### config.mk
export PLATFORM = sky130hd
export DESIGN_NAME = scbr_device_flat
export DESIGN_NICKNAME = d
export VERILOG_FILES = /design/src/scbr_pkg.sv /design/src/scbr_link_if.sv /design/src/scbr_device.sv /design/src/scbr_edge_det.sv /design/src/flat_wrapper.sv
export SDC_FILE = /design/constraint.sdc
export NUM_CORES = 1
export LEC_CHECK = 0
export BUFFER_PORTS_ARGS = -buffer_cell sky130_fd_sc_hd__buf_2
export CAP_MARGIN = 20
export CORE_UTILIZATION = 45
export CTS_CLUSTER_SIZE = 14
export DETAILED_ROUTE_END_ITERATION = 10
export HOLD_SLACK_MARGIN = 0.05
export PLACE_DENSITY = 0.59
export SLEW_MARGIN = 25
export SYNTH_ARGS = -nofsm -noshare
export SYNTH_HDL_FRONTEND = slang
export SYNTH_SLANG_ARGS = --single-unit
### constraint.sdc
create_clock -name clk -period 6.65 [get_ports clk]
set_clock_uncertainty 0.2 [all_clocks]
set_input_delay 0.3325 -clock clk [delete_from_list [all_inputs] [get_ports clk]]
set_output_delay 0.3325 -clock clk [all_outputs]
set_load 0.05 [all_outputs]
### src/scbr_pkg.sv
package scbr_pkg;

  // ----------------------------------------------------------------
  // Memory geometry
  // ----------------------------------------------------------------
  localparam int unsigned SCBR_ADDR_W = 10;
  localparam int unsigned SCBR_DEPTH  = 1024;
  localparam logic [SCBR_ADDR_W-1:0] SCBR_ADDR_RST = 10'h000;
  localparam logic [SCBR_ADDR_W-1:0] SCBR_ADDR_MAX = 10'h3FF;

  // ----------------------------------------------------------------
  // Power-up and clock generation
  // ----------------------------------------------------------------
  localparam int unsigned SCBR_POR_CYCLES = 16;
  localparam logic [4:0]  SCBR_POR_RST    = 5'h00;
  localparam logic [4:0]  SCBR_POR_LAST   = 5'h0F;
  localparam int unsigned SCBR_CLK_HALF   = 2;
  localparam logic [1:0]  SCBR_DIV_RST    = 2'h0;
  localparam logic [1:0]  SCBR_DIV_LAST   = 2'h1;

  // Reset pin polarity setting: 1 = low resets, high enables output
  localparam logic SCBR_POL_RESET_LOW = 1'b1;

  // Role latched at reset release
  typedef enum logic {
    SCBR_ROLE_MASTER,
    SCBR_ROLE_SUBSEQ
  } scbr_role_t;

  // Host sequence states
  typedef enum logic [1:0] {
    SCBR_H_IDLE,
    SCBR_H_RESET,
    SCBR_H_LOAD,
    SCBR_H_DONE
  } scbr_hstate_t;

endpackage : scbr_pkg

### src/scbr_link_if.sv
`timescale 1ns/1ps
`default_nettype none
interface scbr_link_if;
  logic serial_config_clock;     // Clock to the memory (master FPGA)
  logic reset_oe;                // Reset level / output enable
  logic chip_select_n;           // Chip select, low active
  logic serial_program_enable_n; // High for loading
  logic data_o;                  // Memory data output value
  logic data_oe_n;               // Low while memory drives data
  logic cascade_out_n;           // Cascade output, low active
  logic ready_oe_n;              // Low while ready is pulled low
  logic data_line;               // Resolved data wire

  // Resolve data wire; a released line floats high via pull-up
  assign data_line = data_oe_n ? 1'b1 : data_o;

  modport device (
    input  serial_config_clock,
    input  reset_oe,
    input  chip_select_n,
    input  serial_program_enable_n,
    output data_o,
    output data_oe_n,
    output cascade_out_n,
    output ready_oe_n
  );

  modport host (
    output serial_config_clock,
    output reset_oe,
    output chip_select_n,
    output serial_program_enable_n,
    input  data_line,
    input  data_oe_n,
    input  cascade_out_n,
    input  ready_oe_n
  );
endinterface : scbr_link_if
`default_nettype wire

### src/scbr_device.sv
// Function
// - Reset level clears counter, floats data
// - Select high after reset freezes counter
// - Select low enables counter and data
// - Reset clears counter regardless of select
// - Power-up clears the address counter
// - Clock rise advances counter, next bit
// - Count only when enabled; master clock low
// - Reset stops oscillator, clock pin low
// - Reset pin polarity is stored setting
// - Role latched from select at release
// - Cascade low after a clock rise at counter maximum
// - Edge after last bit cascades, floats data
// - Subsequent device enables on select low
// - Cascade output feeds next select
// - Data feeds FPGA; FPGA drives clock
// - Program enable held high for loading
// - Reset after configuration clears counters
// - Ready pulled low during power-up
// - Block protect refuses lowest block writes
// - Select high means standby, data floats
`timescale 1ns/1ps
`default_nettype none
module scbr_device
  import scbr_pkg::*;
(
  input  wire logic          clk,
  input  wire logic          reset,
  scbr_link_if.device        link,
  input  wire logic          partial_write_protect,
  input  wire logic          program_device_select,
  input  wire logic          prog_we,
  input  wire logic [SCBR_ADDR_W-1:0] prog_addr,
  input  wire logic          prog_bit,
  output logic               master_clock_out,
  output logic               is_master,
  output logic               powered_up,
  output logic               standby,
  output logic               prog_refused
);
  logic                   mem_q [SCBR_DEPTH];
  logic [SCBR_ADDR_W-1:0] addr_q;
  logic                   done_q;
  logic [4:0]             por_q;
  logic                   powered_q;
  logic                   ready_oe_n_q;
  scbr_role_t             role_q;
  logic                   master_q;
  logic                   standby_q;
  logic [1:0]             div_q;
  logic                   data_q;
  logic                   data_oe_n_q;
  logic                   casc_n_q;
  logic                   mclk_q;
  logic                   refused_q;
  logic                   clk_rise;
  logic                   in_reset;
  logic                   loading;
  logic                   selected;
  logic                   count_en;
  logic                   rst_rel;
  logic                   protect_hit;

  // ------------------------------------------------------------
  // Pin decoding
  // ------------------------------------------------------------
  assign loading  = link.serial_program_enable_n;
  // Stored polarity picks which level resets
  assign in_reset = (link.reset_oe != SCBR_POL_RESET_LOW) | ~powered_q;
  assign selected = ~link.chip_select_n;
  assign count_en = loading & ~in_reset & selected & ~done_q;

  // Rising edges of the serial clock and of reset release
  scbr_edge_det u_clk_edge (
    .clk   (clk),
    .reset (reset),
    .level (link.serial_config_clock),
    .rise  (clk_rise)
  );

  scbr_edge_det u_rst_edge (
    .clk   (clk),
    .reset (reset),
    .level (~in_reset),
    .rise  (rst_rel)
  );

  // ------------------------------------------------------------
  // Power-on reset sequence
  // ------------------------------------------------------------
  always_ff @(posedge clk) begin
    if (reset) begin
      por_q <= SCBR_POR_RST;
    end else if (por_q != SCBR_POR_LAST) begin
      por_q <= por_q + 5'h01;
    end
  end

  // Power-up flag, set once the count is spent
  always_ff @(posedge clk) begin
    if (reset) begin
      powered_q <= 1'b0;
    end else begin
      powered_q <= (por_q == SCBR_POR_LAST);
    end
  end

  // Ready pulled low until power-up completes
  always_ff @(posedge clk) begin
    if (reset) begin
      ready_oe_n_q <= 1'b0;
    end else begin
      ready_oe_n_q <= powered_q;
    end
  end

  // ------------------------------------------------------------
  // Role latched at reset release
  // ------------------------------------------------------------
  always_ff @(posedge clk) begin
    if (reset) begin
      role_q   <= SCBR_ROLE_MASTER;
      master_q <= 1'b1;
    end else if (rst_rel) begin
      role_q <= link.chip_select_n ? SCBR_ROLE_SUBSEQ
                                   : SCBR_ROLE_MASTER;
      master_q <= ~link.chip_select_n;
    end
  end

  // Standby follows the select pin
  always_ff @(posedge clk) begin
    if (reset) begin
      standby_q <= 1'b1;
    end else begin
      standby_q <= link.chip_select_n;
    end
  end

  // ------------------------------------------------------------
  // Address counter
  // ------------------------------------------------------------
  always_ff @(posedge clk) begin
    if (reset || in_reset) begin
      addr_q <= SCBR_ADDR_RST;
      done_q <= 1'b0;
    end else if (clk_rise && count_en) begin
      if (addr_q == SCBR_ADDR_MAX) begin
        done_q <= 1'b1;
      end else begin
        addr_q <= addr_q + 10'h001;
      end
    end
  end

  // ------------------------------------------------------------
  // Data driver and cascade output
  // ------------------------------------------------------------
  always_ff @(posedge clk) begin
    if (reset) begin
      data_q      <= 1'b0;
      data_oe_n_q <= 1'b1;
    end else begin
      data_q      <= mem_q[addr_q];
      // Drive only when enabled and data remains
      data_oe_n_q <= ~(loading & ~in_reset
                       & selected & ~done_q);
    end
  end

  // Cascade low once the memory is spent
  always_ff @(posedge clk) begin
    if (reset) begin
      casc_n_q <= 1'b1;
    end else begin
      casc_n_q <= ~(~in_reset & done_q);
    end
  end

  // ------------------------------------------------------------
  // Internal oscillator (master role)
  // ------------------------------------------------------------
  always_ff @(posedge clk) begin
    if (reset || in_reset || !count_en || role_q != SCBR_ROLE_MASTER) begin
      div_q  <= SCBR_DIV_RST;
      mclk_q <= 1'b0;
    end else if (div_q == SCBR_DIV_LAST) begin
      div_q  <= SCBR_DIV_RST;
      mclk_q <= ~mclk_q;
    end else begin
      div_q  <= div_q + 2'h1;
    end
  end

  // ------------------------------------------------------------
  // Programming mode writes
  // ------------------------------------------------------------
  assign protect_hit = partial_write_protect &&
                       prog_addr[SCBR_ADDR_W-1:SCBR_ADDR_W-2] == 2'h0;

  // Write port, programming mode only
  always_ff @(posedge clk) begin
    if (!loading && program_device_select && prog_we && !protect_hit) begin
      mem_q[prog_addr] <= prog_bit;
    end
  end

  // One-cycle flag for a refused write
  always_ff @(posedge clk) begin
    if (reset) begin
      refused_q <= 1'b0;
    end else begin
      refused_q <= ~loading & program_device_select & prog_we
                   & protect_hit;
    end
  end

  // ------------------------------------------------------------
  // Output assignments
  // ------------------------------------------------------------
  assign link.data_o        = data_q;
  assign link.data_oe_n     = data_oe_n_q;
  assign link.cascade_out_n = casc_n_q;
  assign link.ready_oe_n    = ready_oe_n_q;
  assign master_clock_out   = mclk_q;
  assign is_master          = master_q;
  assign powered_up         = powered_q;
  assign standby            = standby_q;
  assign prog_refused       = refused_q;
endmodule // scbr_device
`default_nettype wire

### src/scbr_edge_det.sv
`timescale 1ns/1ps
`default_nettype none
module scbr_edge_det
  import scbr_pkg::*;
(
  input  wire logic clk,
  input  wire logic reset,
  input  wire logic level,
  output logic      rise
);
  logic prev_q;

  // Remember previous level
  always_ff @(posedge clk) begin
    if (reset) begin
      prev_q <= 1'b0;
    end else begin
      prev_q <= level;
    end
  end

  // High in the cycle the level first shows high
  assign rise = level & ~prev_q;
endmodule // scbr_edge_det
`default_nettype wire

### src/flat_wrapper.sv
// flat-port wrapper written by rule: the top's interface ports become plain ports
module scbr_device_flat import scbr_pkg::*;
  (clk, reset, partial_write_protect, program_device_select, prog_we, prog_addr, prog_bit, master_clock_out, is_master, powered_up, standby, prog_refused, link_serial_config_clock, link_reset_oe, link_chip_select_n, link_serial_program_enable_n, link_data_o, link_data_oe_n, link_cascade_out_n, link_ready_oe_n);
  scbr_link_if link_i ();
  input  wire logic clk;
  input  wire logic reset;
  input  wire logic partial_write_protect;
  input  wire logic program_device_select;
  input  wire logic prog_we;
  input  wire logic [SCBR_ADDR_W-1:0] prog_addr;
  input  wire logic prog_bit;
  output logic master_clock_out;
  output logic is_master;
  output logic powered_up;
  output logic standby;
  output logic prog_refused;
  input wire logic [$bits(link_i.serial_config_clock)-1:0] link_serial_config_clock;
  input wire logic [$bits(link_i.reset_oe)-1:0] link_reset_oe;
  input wire logic [$bits(link_i.chip_select_n)-1:0] link_chip_select_n;
  input wire logic [$bits(link_i.serial_program_enable_n)-1:0] link_serial_program_enable_n;
  output wire logic [$bits(link_i.data_o)-1:0] link_data_o;
  output wire logic [$bits(link_i.data_oe_n)-1:0] link_data_oe_n;
  output wire logic [$bits(link_i.cascade_out_n)-1:0] link_cascade_out_n;
  output wire logic [$bits(link_i.ready_oe_n)-1:0] link_ready_oe_n;
  assign link_i.serial_config_clock = link_serial_config_clock;
  assign link_i.reset_oe = link_reset_oe;
  assign link_i.chip_select_n = link_chip_select_n;
  assign link_i.serial_program_enable_n = link_serial_program_enable_n;
  assign link_data_o = link_i.data_o;
  assign link_data_oe_n = link_i.data_oe_n;
  assign link_cascade_out_n = link_i.cascade_out_n;
  assign link_ready_oe_n = link_i.ready_oe_n;
  scbr_device u_core (.clk(clk), .reset(reset), .link(link_i), .partial_write_protect(partial_write_protect), .program_device_select(program_device_select), .prog_we(prog_we), .prog_addr(prog_addr), .prog_bit(prog_bit), .master_clock_out(master_clock_out), .is_master(is_master), .powered_up(powered_up), .standby(standby), .prog_refused(prog_refused));
endmodule
# ---- After elaboration in Yosys (flattened, before gate mapping)
# Memory sizes are Yosys's and may differ from the RTL's. A register that Yosys moved wholly into a read port is not among the register bits.
# Index checks and enable logic that the tools add are counted.
dict set report classes {
  n_addsub 3
  eq_ne 4
  muxes 3
  n_bitwise 22
  reduce_logical 15
}
# operator n
set ops {}
lappend ops {{NOT 1 bit} 12}
lappend ops {{adder 10 x 1 -> 10 bit (second input constant)} 1}
lappend ops {{== test 10 bit (second input constant)} 1}
lappend ops {{bitwise AND 1 bit} 9}
lappend ops {{adder 5 x 1 -> 5 bit (second input constant)} 1}
lappend ops {{== test 5 x 4 -> 1 bit (second input constant)} 1}
lappend ops {{logical AND 1 bit} 5}
lappend ops {{inequality test 5 x 4 -> 1 bit (second input constant)} 1}
lappend ops {{AND reduction 2 bit} 2}
lappend ops {{zero test 1 bit} 3}
lappend ops {{logical OR 1 bit} 3}
lappend ops {{two-way mux 1 bit} 3}
lappend ops {{adder 2 x 1 -> 2 bit (second input constant)} 1}
lappend ops {{== test 2 x 1 -> 1 bit (second input constant)} 1}
lappend ops {{zero test 2 bit} 1}
lappend ops {{OR reduction 2 bit} 1}
lappend ops {{bitwise OR 1 bit} 1}
dict set report totals {
  register_bits 29
  mem_bits_rw 1024
  input_bits 20
  memories 1
}
# name words word_bits read_ports rd_clocked_by_memory_dff wr line_no
set mem_list {}
lappend mem_list {u_core.mem_q 1024 1 1 1 1 scbr_device.sv:41} ;# logic mem_q [SCBR_DEPTH];

# ---- Depth between registers and ports, before layout
# Gate-level depths: netlist (run 1).
dict set report logic_depth {
  ltp_word 10
  depth_mapped 13
  mapped_depth_nobuf 8
}

# ---- Modules after synthesis
# Synthesis (run 1) repeated with hierarchy kept, for this count alone.
dict set report unflattened {
  cells_unflattened 3365
  hier_area_um2 46373.2
}
# mod n_inst cells_per_inst area_per_inst_um2 seq_area_each_um2
set modules_own_cells {}
lappend modules_own_cells {scbr_device 1 3359 46278.1 31310.0}
lappend modules_own_cells {scbr_edge_det 2 3 47.5 20.0}

# ---- Worst setup path after synthesis (run 1)
# OpenSTA, ideal clock, no wires.
dict set report synth_timing {
  kind {reg-to-reg}
  from {reg u_core.addr_q[0]}
  to {reg u_core.data_q (netlist: u_core.link.data_o) (read register of u_core.mem_q)}
  arrival_time_ns 2.173
  t_required_ns 6.327
  path_slack_ns 4.154
  path_stages_with_launch 11
  period_less_slack_ns 2.496
  path_cell_list {dfxtp_1 > buf_6 > buf_12 > mux4_1 > mux4_2 > nand3_1 > o21ai_0 > a211oi_1 > a21oi_1 > o2111ai_1 > o41ai_1}
}
# item line_no
set synth_rtl {}
lappend synth_rtl {{from (decl)} scbr_device.sv:42} ;# logic [SCBR_ADDR_W-1:0] addr_q;
lappend synth_rtl {{from (signal assigned)} scbr_device.sv:151} ;# addr_q <= addr_q + 10'h001;
lappend synth_rtl {{to (decl)} scbr_device.sv:51} ;# logic data_q;

==> results of run 1 <==
## layout make-up
| type | count | area share (%) |
|---|---|---|
| tap | 1368 | 3.36 |
| inverter | 11 | 0.0811 |
| antenna | 3 | 0.0148 |
| clock inverter | 65 | 0.952 |
| clock buffer | 136 | 5.60 |
| timing repair buffer | 102 | 1.71 |
| sequential | 1054 | 61.6 |
| multi-input combinational | 1956 | 26.6 |
## layout by cell type, fill, tap and decap left out, types with 19 or more instances in the layout
cell	synthesis	final
nor2_1	1079	1079
o221ai_1	65	65
dfxtp_1	30	26
clkinv_1	1	36
buf_4	4	47
o22ai_1	42	42
mux4_2	98	98
edfxtp_1	1024	1024
clkbuf_16	0	110
dlygate4sd3_1	0	19
nand2_2	0	46
nand2_1	104	45
buf_2	33	27
clkbuf_1	188	26
mux4_1	67	67
mux2i_1	197	197
nor3_1	32	32
a21oi_1	55	55
## cell usage after synthesis (33+ instances only)
| cell type | count |
|---|---|
| a21oi_1 | 55 |
| buf_1 | 38 |
| buf_2 | 33 |
| clkbuf_1 | 188 |
| edfxtp_1 | 1024 |
| mux2i_1 | 197 |
| mux4_1 | 67 |
| mux4_2 | 98 |
| nand2_1 | 104 |
| nor2_1 | 1079 |
| o221ai_1 | 65 |
| o22ai_1 | 42 |
## logic make-up (layout without fill, tap and decap cells)
family	Yosys count	after routing
AOI/OAI and AO/OA	258	258
xor gates and xnor gates	12	12
adders and majority gates	4	4
buffers and inverters	321	314
DFF	1054	1054
muxes	366	366
other	0	3
and+or+nand+nor	1316	1316
## layer usage
layer  up-vias  wire (µm)  GRT usage [%]  part of all wire [%]
met3       231      12000           4.42                   9.0
met1     14900      54100           35.3                    41
li1      12100          -              -                     -
met5         -          0              0                     0
met2      1397      62800           40.5                    47
met4         0       4160           8.54                   3.1
## what timing repair did
item                                   in CTS  in global routing
endpoints found under the hold margin     149                  0
hold buffers                               19                  0
resized for setup                           0                  0
setup buffers                               0                  0
## sequential cells by signal, summed over array words and instances, names as in the netlist, 2 cells and up
| name | flops |
|---|---|
| u_core.mem_q | 1024 |
| u_core.addr_q | 10 |
| u_core.por_q | 5 |
| u_core.div_q | 2 |
## through the flow
step           std cells  setup slack [ns]  util, %  area (µm²)  power [mW]
2_1_floorplan       3331              4.15        -       46500        7.48
3_3_place_gp        4470              2.45     46.2       47200        7.60
3_5_place_dp        4470              2.34     46.2       47200        7.61
4_1_cts             4690              2.34     49.7       50700        13.4
5_1_grt             4692              2.13     49.8       50900        13.6
6_report            4695              2.29     49.8       50900        13.3
## power breakdown
group	leakage [nW]	total, mW	internal, mW	switching [mW]
registers	9.45	7.28	7.28	0.00220
logic	3.44	0.208	0.0331	0.175
clock network	1.62	5.80	3.23	2.57
total	14.5	13.3	10.5	2.75
## worst max-delay path: stages, from the launching register on
cell and delay (ns):
dfxtp_4 0.97, nand2_4 0.76, buf_4 0.51, o221ai_1 0.39, o22ai_1 0.15, nor3_1 0.42, nor4_1 0.10, nor2_1 0.23
o2111ai_1 0.17, o41ai_1 0.31
## final timing paths
path	endpoint	slack, ns	startpoint	cells past startpoint
worst max-delay path	u_core.link.data_o	2.29	u_core.addr_q[1]	9
worst min-delay path	u_core.link.cascade_out_n	0.20	u_core.done_q	1
worst max register to register	u_core.link.data_o	2.29	u_core.addr_q[1]	9
worst min register to register	u_core.link.cascade_out_n	0.20	u_core.done_q	1
==> results by group, run 1 <==
Timing
  • Worst slew margin: 26.4%
  • Tcrit/Tclk final: 65.6%
  • Hold Vio Cnt, Final: 0
  • Transition time of the tightest slew-check pin: 1.10 ns
  • # setup viols final: 0
  • Setup tns final: 0 ns
  • RSZ-0062 raised after global routing: false
  • Minimum clock period: 4.36 ns
  • Hold WS: 0.201 ns
  • Slew Viols, Final: 0
  • Maximum clock rate: 0.229 GHz

Yosys
  • Post-synthesis simple-gate area fraction: 11.3%
  • Complex-gate fraction of the synthesized area: 4.07%
  • Area leader, netlist: edfxtp_1
  • Main combinational cell family by area after synthesis: multiplexers
  • Xor/xnor cell area share of the yosys netlist: 0.226%
  • Yosys cell types: 71
  • Main synth FF type: edfxtp_1
  • Synth top area cells: edfxtp_1, nor2_1, mux4_2, mux2i_1, mux4_1
  • Post-synthesis sequential area ratio: 67.4%
  • Mapped Avg Cell Area: 14.0 µm²
  • Synth warn: 0
  • Fraction of registers with async set/reset: 0%
  • Syn Inst Count: 3331
  • #FFs+latches synth: 1054
  • Top cell type's share of synthesized area: 66.1%
  • Post-Syn Area: 46500 µm²
  • Mux share of post-synthesis cell area: 12.9%
  • Number of synthesized flops with an enable pin: 1024
  • Syn_nets: 3355
  • Post-Synth Adder-Cell Area: 0.108%

Layout
  • Fill count: 8804
  • Sequential Area: 31400 µm²
  • Area delta synth->final: 9.35%
  • Nets: 3257
  • Share of layout cells above drive strength 1: 12.5%
  • Multi-input gate area: 13600 µm²

Worst setup path
  • Arr. time, crit path: 4.75 ns
  • Crit Path Class: reg -> reg
  • CP startpoint kind: register
  • Critical path endpoint category: register
  • CP Max Fanout: 54
  • Req. time, crit path: 7.04 ns

GRT
  • First-pass GRT wire length: 189000 µm
  • Pin count of the biggest net entering global routing: 282
  • Initial antenna violation count: 1
  • Grt ovf: 0
  • Total GRT Usage: 25.4%
  • Vias in the first global route: 27800

Clock tree
  • Clock transition at path regs: 0.06 ns
  • CTS root buffer: clkbuf_16
  • Deepest clock path buffer count: 3
  • CTS tree: done
  • Clk_lat worst skew: 0.70 ns
  • CTS HTree Levels: 3
  • CTS buffer count: 108
  • Num Clock Sinks: 1054

Power
  • Worst ir drop on vdd: 0.189 mV
  • Leakage: 14.5 nW
  • Pwr Density: 261 nW/µm²

Die
  • Core area: 102000 µm²
  • Die width: 324 µm
  • Vert. Die Dim: 324 µm
  • IO Count: 29
  • Die ar.: 105000 µm²
  • Row cnt: 117
  • Initial Util: 45.5%

Drt
  • Wire per inst: 28.3 µm
  • DR vias/cell: 6.09
  • DR pass1 iterations: 5
  • DRT Wirelength: 133000 µm
  • Iteration-0 DRC Markers: 3570
  • Drt drc: 0
  • DR vias: 28600
  • Antenna-violating nets left: 0

Run status
  • Outcome: complete, no violations

Placement
  • Port Buffers: 28
  • Final GP Congestion: 0.803
  • Dpl hpwl: 67200 µm

Min path
  • Worst Hold Class: reg -> reg

Job
  • Max cap viols: 0
No activity file was read; power rests on OpenSTA's default activity.
==> run 2: changes to the inputs <==
==> constraint.sdc (replaced) <==
create_clock -name clk -period 4.1 [get_ports clk]
set_clock_uncertainty 0.2 [all_clocks]
set_input_delay 0.205 -clock clk [delete_from_list [all_inputs] [get_ports clk]]
set_output_delay 0.205 -clock clk [all_outputs]
set_load 0.05 [all_outputs]
==> run 2 against run 1 <==
Final cell count increased by 1.6%. Global-route usage decreased by 0.078 points. Combinational power grew 61%. Hold slack worse by 0.042 ns. Final area up 1.1%. Critical path type unchanged. Highest routed layer unchanged.
==> results by group, run 2 (synthesis gave the netlist of run 1 again) <==
Run status
  • Outcome: complete, no violations

Layout
  • Commonest non-fill, non-tap cell in the layout: nor2_1
  • Commonest non-fill, non-tap cells in the layout: nor2_1, edfxtp_1, mux2i_1, clkbuf_16, buf_4
  • Util after Layout: 50.4% (+0.56 points)
  • Sequential Area: 31400 µm² (unchanged)
  • Share of layout cells above drive strength 1: 13.7% (+1.2 points)
  • Fill count: 8750 (-0.61%)
  • Area delta synth->final: 10.6%
  • Top reg by flops: u_core.mem_q
  • Regs by FF count: u_core.mem_q (1024), u_core.addr_q (10), u_core.por_q (5)
  • Nets: 3334 (+2.4%)
  • Largest register FFs: 1024 (unchanged)
  • Multi-input gate area: 13400 µm² (-1.2%)

Worst setup path
  • Worst R2R End: u_core.link.data_o
  • CP Max Fanout: 31 (-43%)
  • Reg2reg setup slack: 0.40 ns (-1.89 ns)
  • Crit Path Class: reg -> reg
  • R2R depth: 10 (+1)
  • Critical path endpoint category: register
  • Req. time, crit path: 4.46 ns (-2.58 ns)
  • Arr. time, crit path: 4.06 ns (-0.69 ns)
  • CP startpoint kind: register
  • Worst R2R Start: u_core.addr_q[0]

Placement
  • Dpl hpwl: 70000 µm (+4.3%)
  • DP Worst Slack: 0.453 ns (-1.89 ns)
  • Final GP Congestion: 0.836 (+4.1%)
  • Port Buffers: 28 (unchanged)

Die
  • Row cnt: 117 (unchanged)
  • Initial Util: 45.5% (unchanged)
  • Die ar.: 105000 µm² (unchanged)
  • Core area: 102000 µm² (unchanged)
  • Die width: 324 µm (unchanged)
  • Vert. Die Dim: 324 µm (unchanged)
  • IO Count: 29 (unchanged)

Drt
  • DR pass1 iterations: 6 (+1)
  • Drt drc: 0 (unchanged)
  • DRT Wirelength: 132000 µm (-0.41%)
  • Antenna-violating nets left: 0 (unchanged)
  • Wire per inst: 27.8 µm (-2.0%)
  • DR vias: 28900 (+1.1%)
  • DR vias/cell: 6.07 (-0.42%)
  • Iteration-0 DRC Markers: 4223 (+18%)

GRT
  • Vias in the first global route: 28200 (+1.1%)
  • Total GRT Usage: 25.3% (-0.078 points)
  • Pin count of the biggest net entering global routing: 179 (-37%)
  • Grt ovf: 0 (unchanged)
  • First-pass GRT wire length: 190000 µm (+0.27%)
  • Initial antenna violation count: 3 (+2)

Timing
  • Maximum clock rate: 0.270 GHz (+18%)
  • Hold Vio Cnt, Final: 0 (unchanged)
  • RSZ-0062 raised after global routing: false
  • Tcrit/Tclk final: 90.2% (+25 points)
  • Setup tns final: 0 ns (unchanged)
  • Minimum clock period: 3.70 ns (-0.663 ns)
  • Slew Viols, Final: 0 (unchanged)
  • Transition time of the tightest slew-check pin: 1.04 ns (-0.0549 ns)
  • Final WS setup: 0.401 ns (-1.89 ns)
  • Worst slew margin: 29.4% (+3.0 points)
  • # setup viols final: 0 (unchanged)

Power
  • Leakage: 14.7 nW (+1.6%)
  • Pwr Density: 419 nW/µm² (+61%)
  • Worst ir drop on vdd: 0.318 mV (+68%)

Job
  • Max cap viols: 0 (unchanged)

Clock tree
  • CTS root buffer: clkbuf_16
  • Post-CTS Setup Repair Bufs: 0 (unchanged)
  • CTS HTree Levels: 3 (unchanged)
  • Deepest clock path buffer count: 3 (unchanged)
  • Num Clock Sinks: 1054 (unchanged)
  • Clk_lat worst skew: 0.68 ns (-0.02 ns)
  • CTS buffer count: 109 (+0.93%)
  • Clock transition at path regs: 0.06 ns (about the same)
  • CTS tree: done

Min path
  • Min-Delay Path Depth: 4 (+3)
  • Worst Hold Class: in -> reg
  • Hold Path Sink: u_core.mem_q[807]
  • Hold path start: prog_addr[6]
-- run 2: how the worst max path moves through the flow --
stage | start | end | slack, ns | cells past startpoint
4_1_cts | u_core.addr_q[0] | u_core.link.data_o | 0.43 | 10
3_5_place_dp | u_core.addr_q[0] | u_core.link.data_o | 0.45 | 10
2_1_floorplan | u_core.addr_q[0] | u_core.link.data_o | 1.60 | 10
3_3_place_gp | u_core.addr_q[0] | u_core.link.data_o | 0.42 | 10
6_report | u_core.addr_q[0] | u_core.link.data_o | 0.40 | 10
5_1_grt | u_core.addr_q[0] | u_core.link.data_o | 0.29 | 10
-- run 2: worst max-delay path: stages, from the launching register on --
cell,delay [ns]
dfxtp_4,0.80
buf_12,0.32
buf_12,0.27
mux4_1,0.62
mux2_2,0.29
o21ai_1,0.13
nor3_1,0.09
o221ai_2,0.29
o311ai_1,0.25
nand4_1,0.18
o41ai_1,0.10
-- run 2: metrics by stage --
step,instances,power (mW),hold WS (ns),instance area [µm²]
after CTS,4768,21.7,0.106,51500
final,4769,21.6,0.158,51500
after floorplan,3331,12.1,0.0766,46500
after global placement,4548,12.3,0.181,47900
after global routing,4769,22.1,0.160,51500
after detailed placement,4548,12.4,0.193,47900
-- run 2: layout make-up --
class / instances / area share (%)
antenna: 1 / 0.00486
inverter: 11 / 0.0802
clock inverter: 66 / 0.948
tap: 1368 / 3.33
timing repair buffer: 178 / 3.13
multi-input combinational: 1956 / 26.0
clock buffer: 135 / 5.53
sequential: 1054 / 60.9
-- run 2: repair_timing --
action	in CTS	in global routing
resized for setup	0	0
hold endpoints to repair	174	0
hold buffers	19	0
setup endpoints to repair	0	0
-- run 2: where the power goes --
| part | internal (mW) | total, mW | leakage [nW] | switching, mW |
|---|---|---|---|---|
| Clock | 5.33 | 9.43 | 1.63 | 4.10 |
| Combinational | 0.0590 | 0.335 | 3.66 | 0.276 |
| Sequential | 11.8 | 11.8 | 9.45 | 0.00337 |
| Total | 17.2 | 21.6 | 14.7 | 4.38 |
-- run 2: per-layer routing --
layer / track usage, % / part of all wire, % / vias up
li1: - / - / 12300
met1: 35.5 / 40 / 14900
met2: 40.6 / 47 / 1524
met3: 4.37 / 10 / 208
met4: 7.49 / 2.6 / 0
met5: 0 / 0 / -
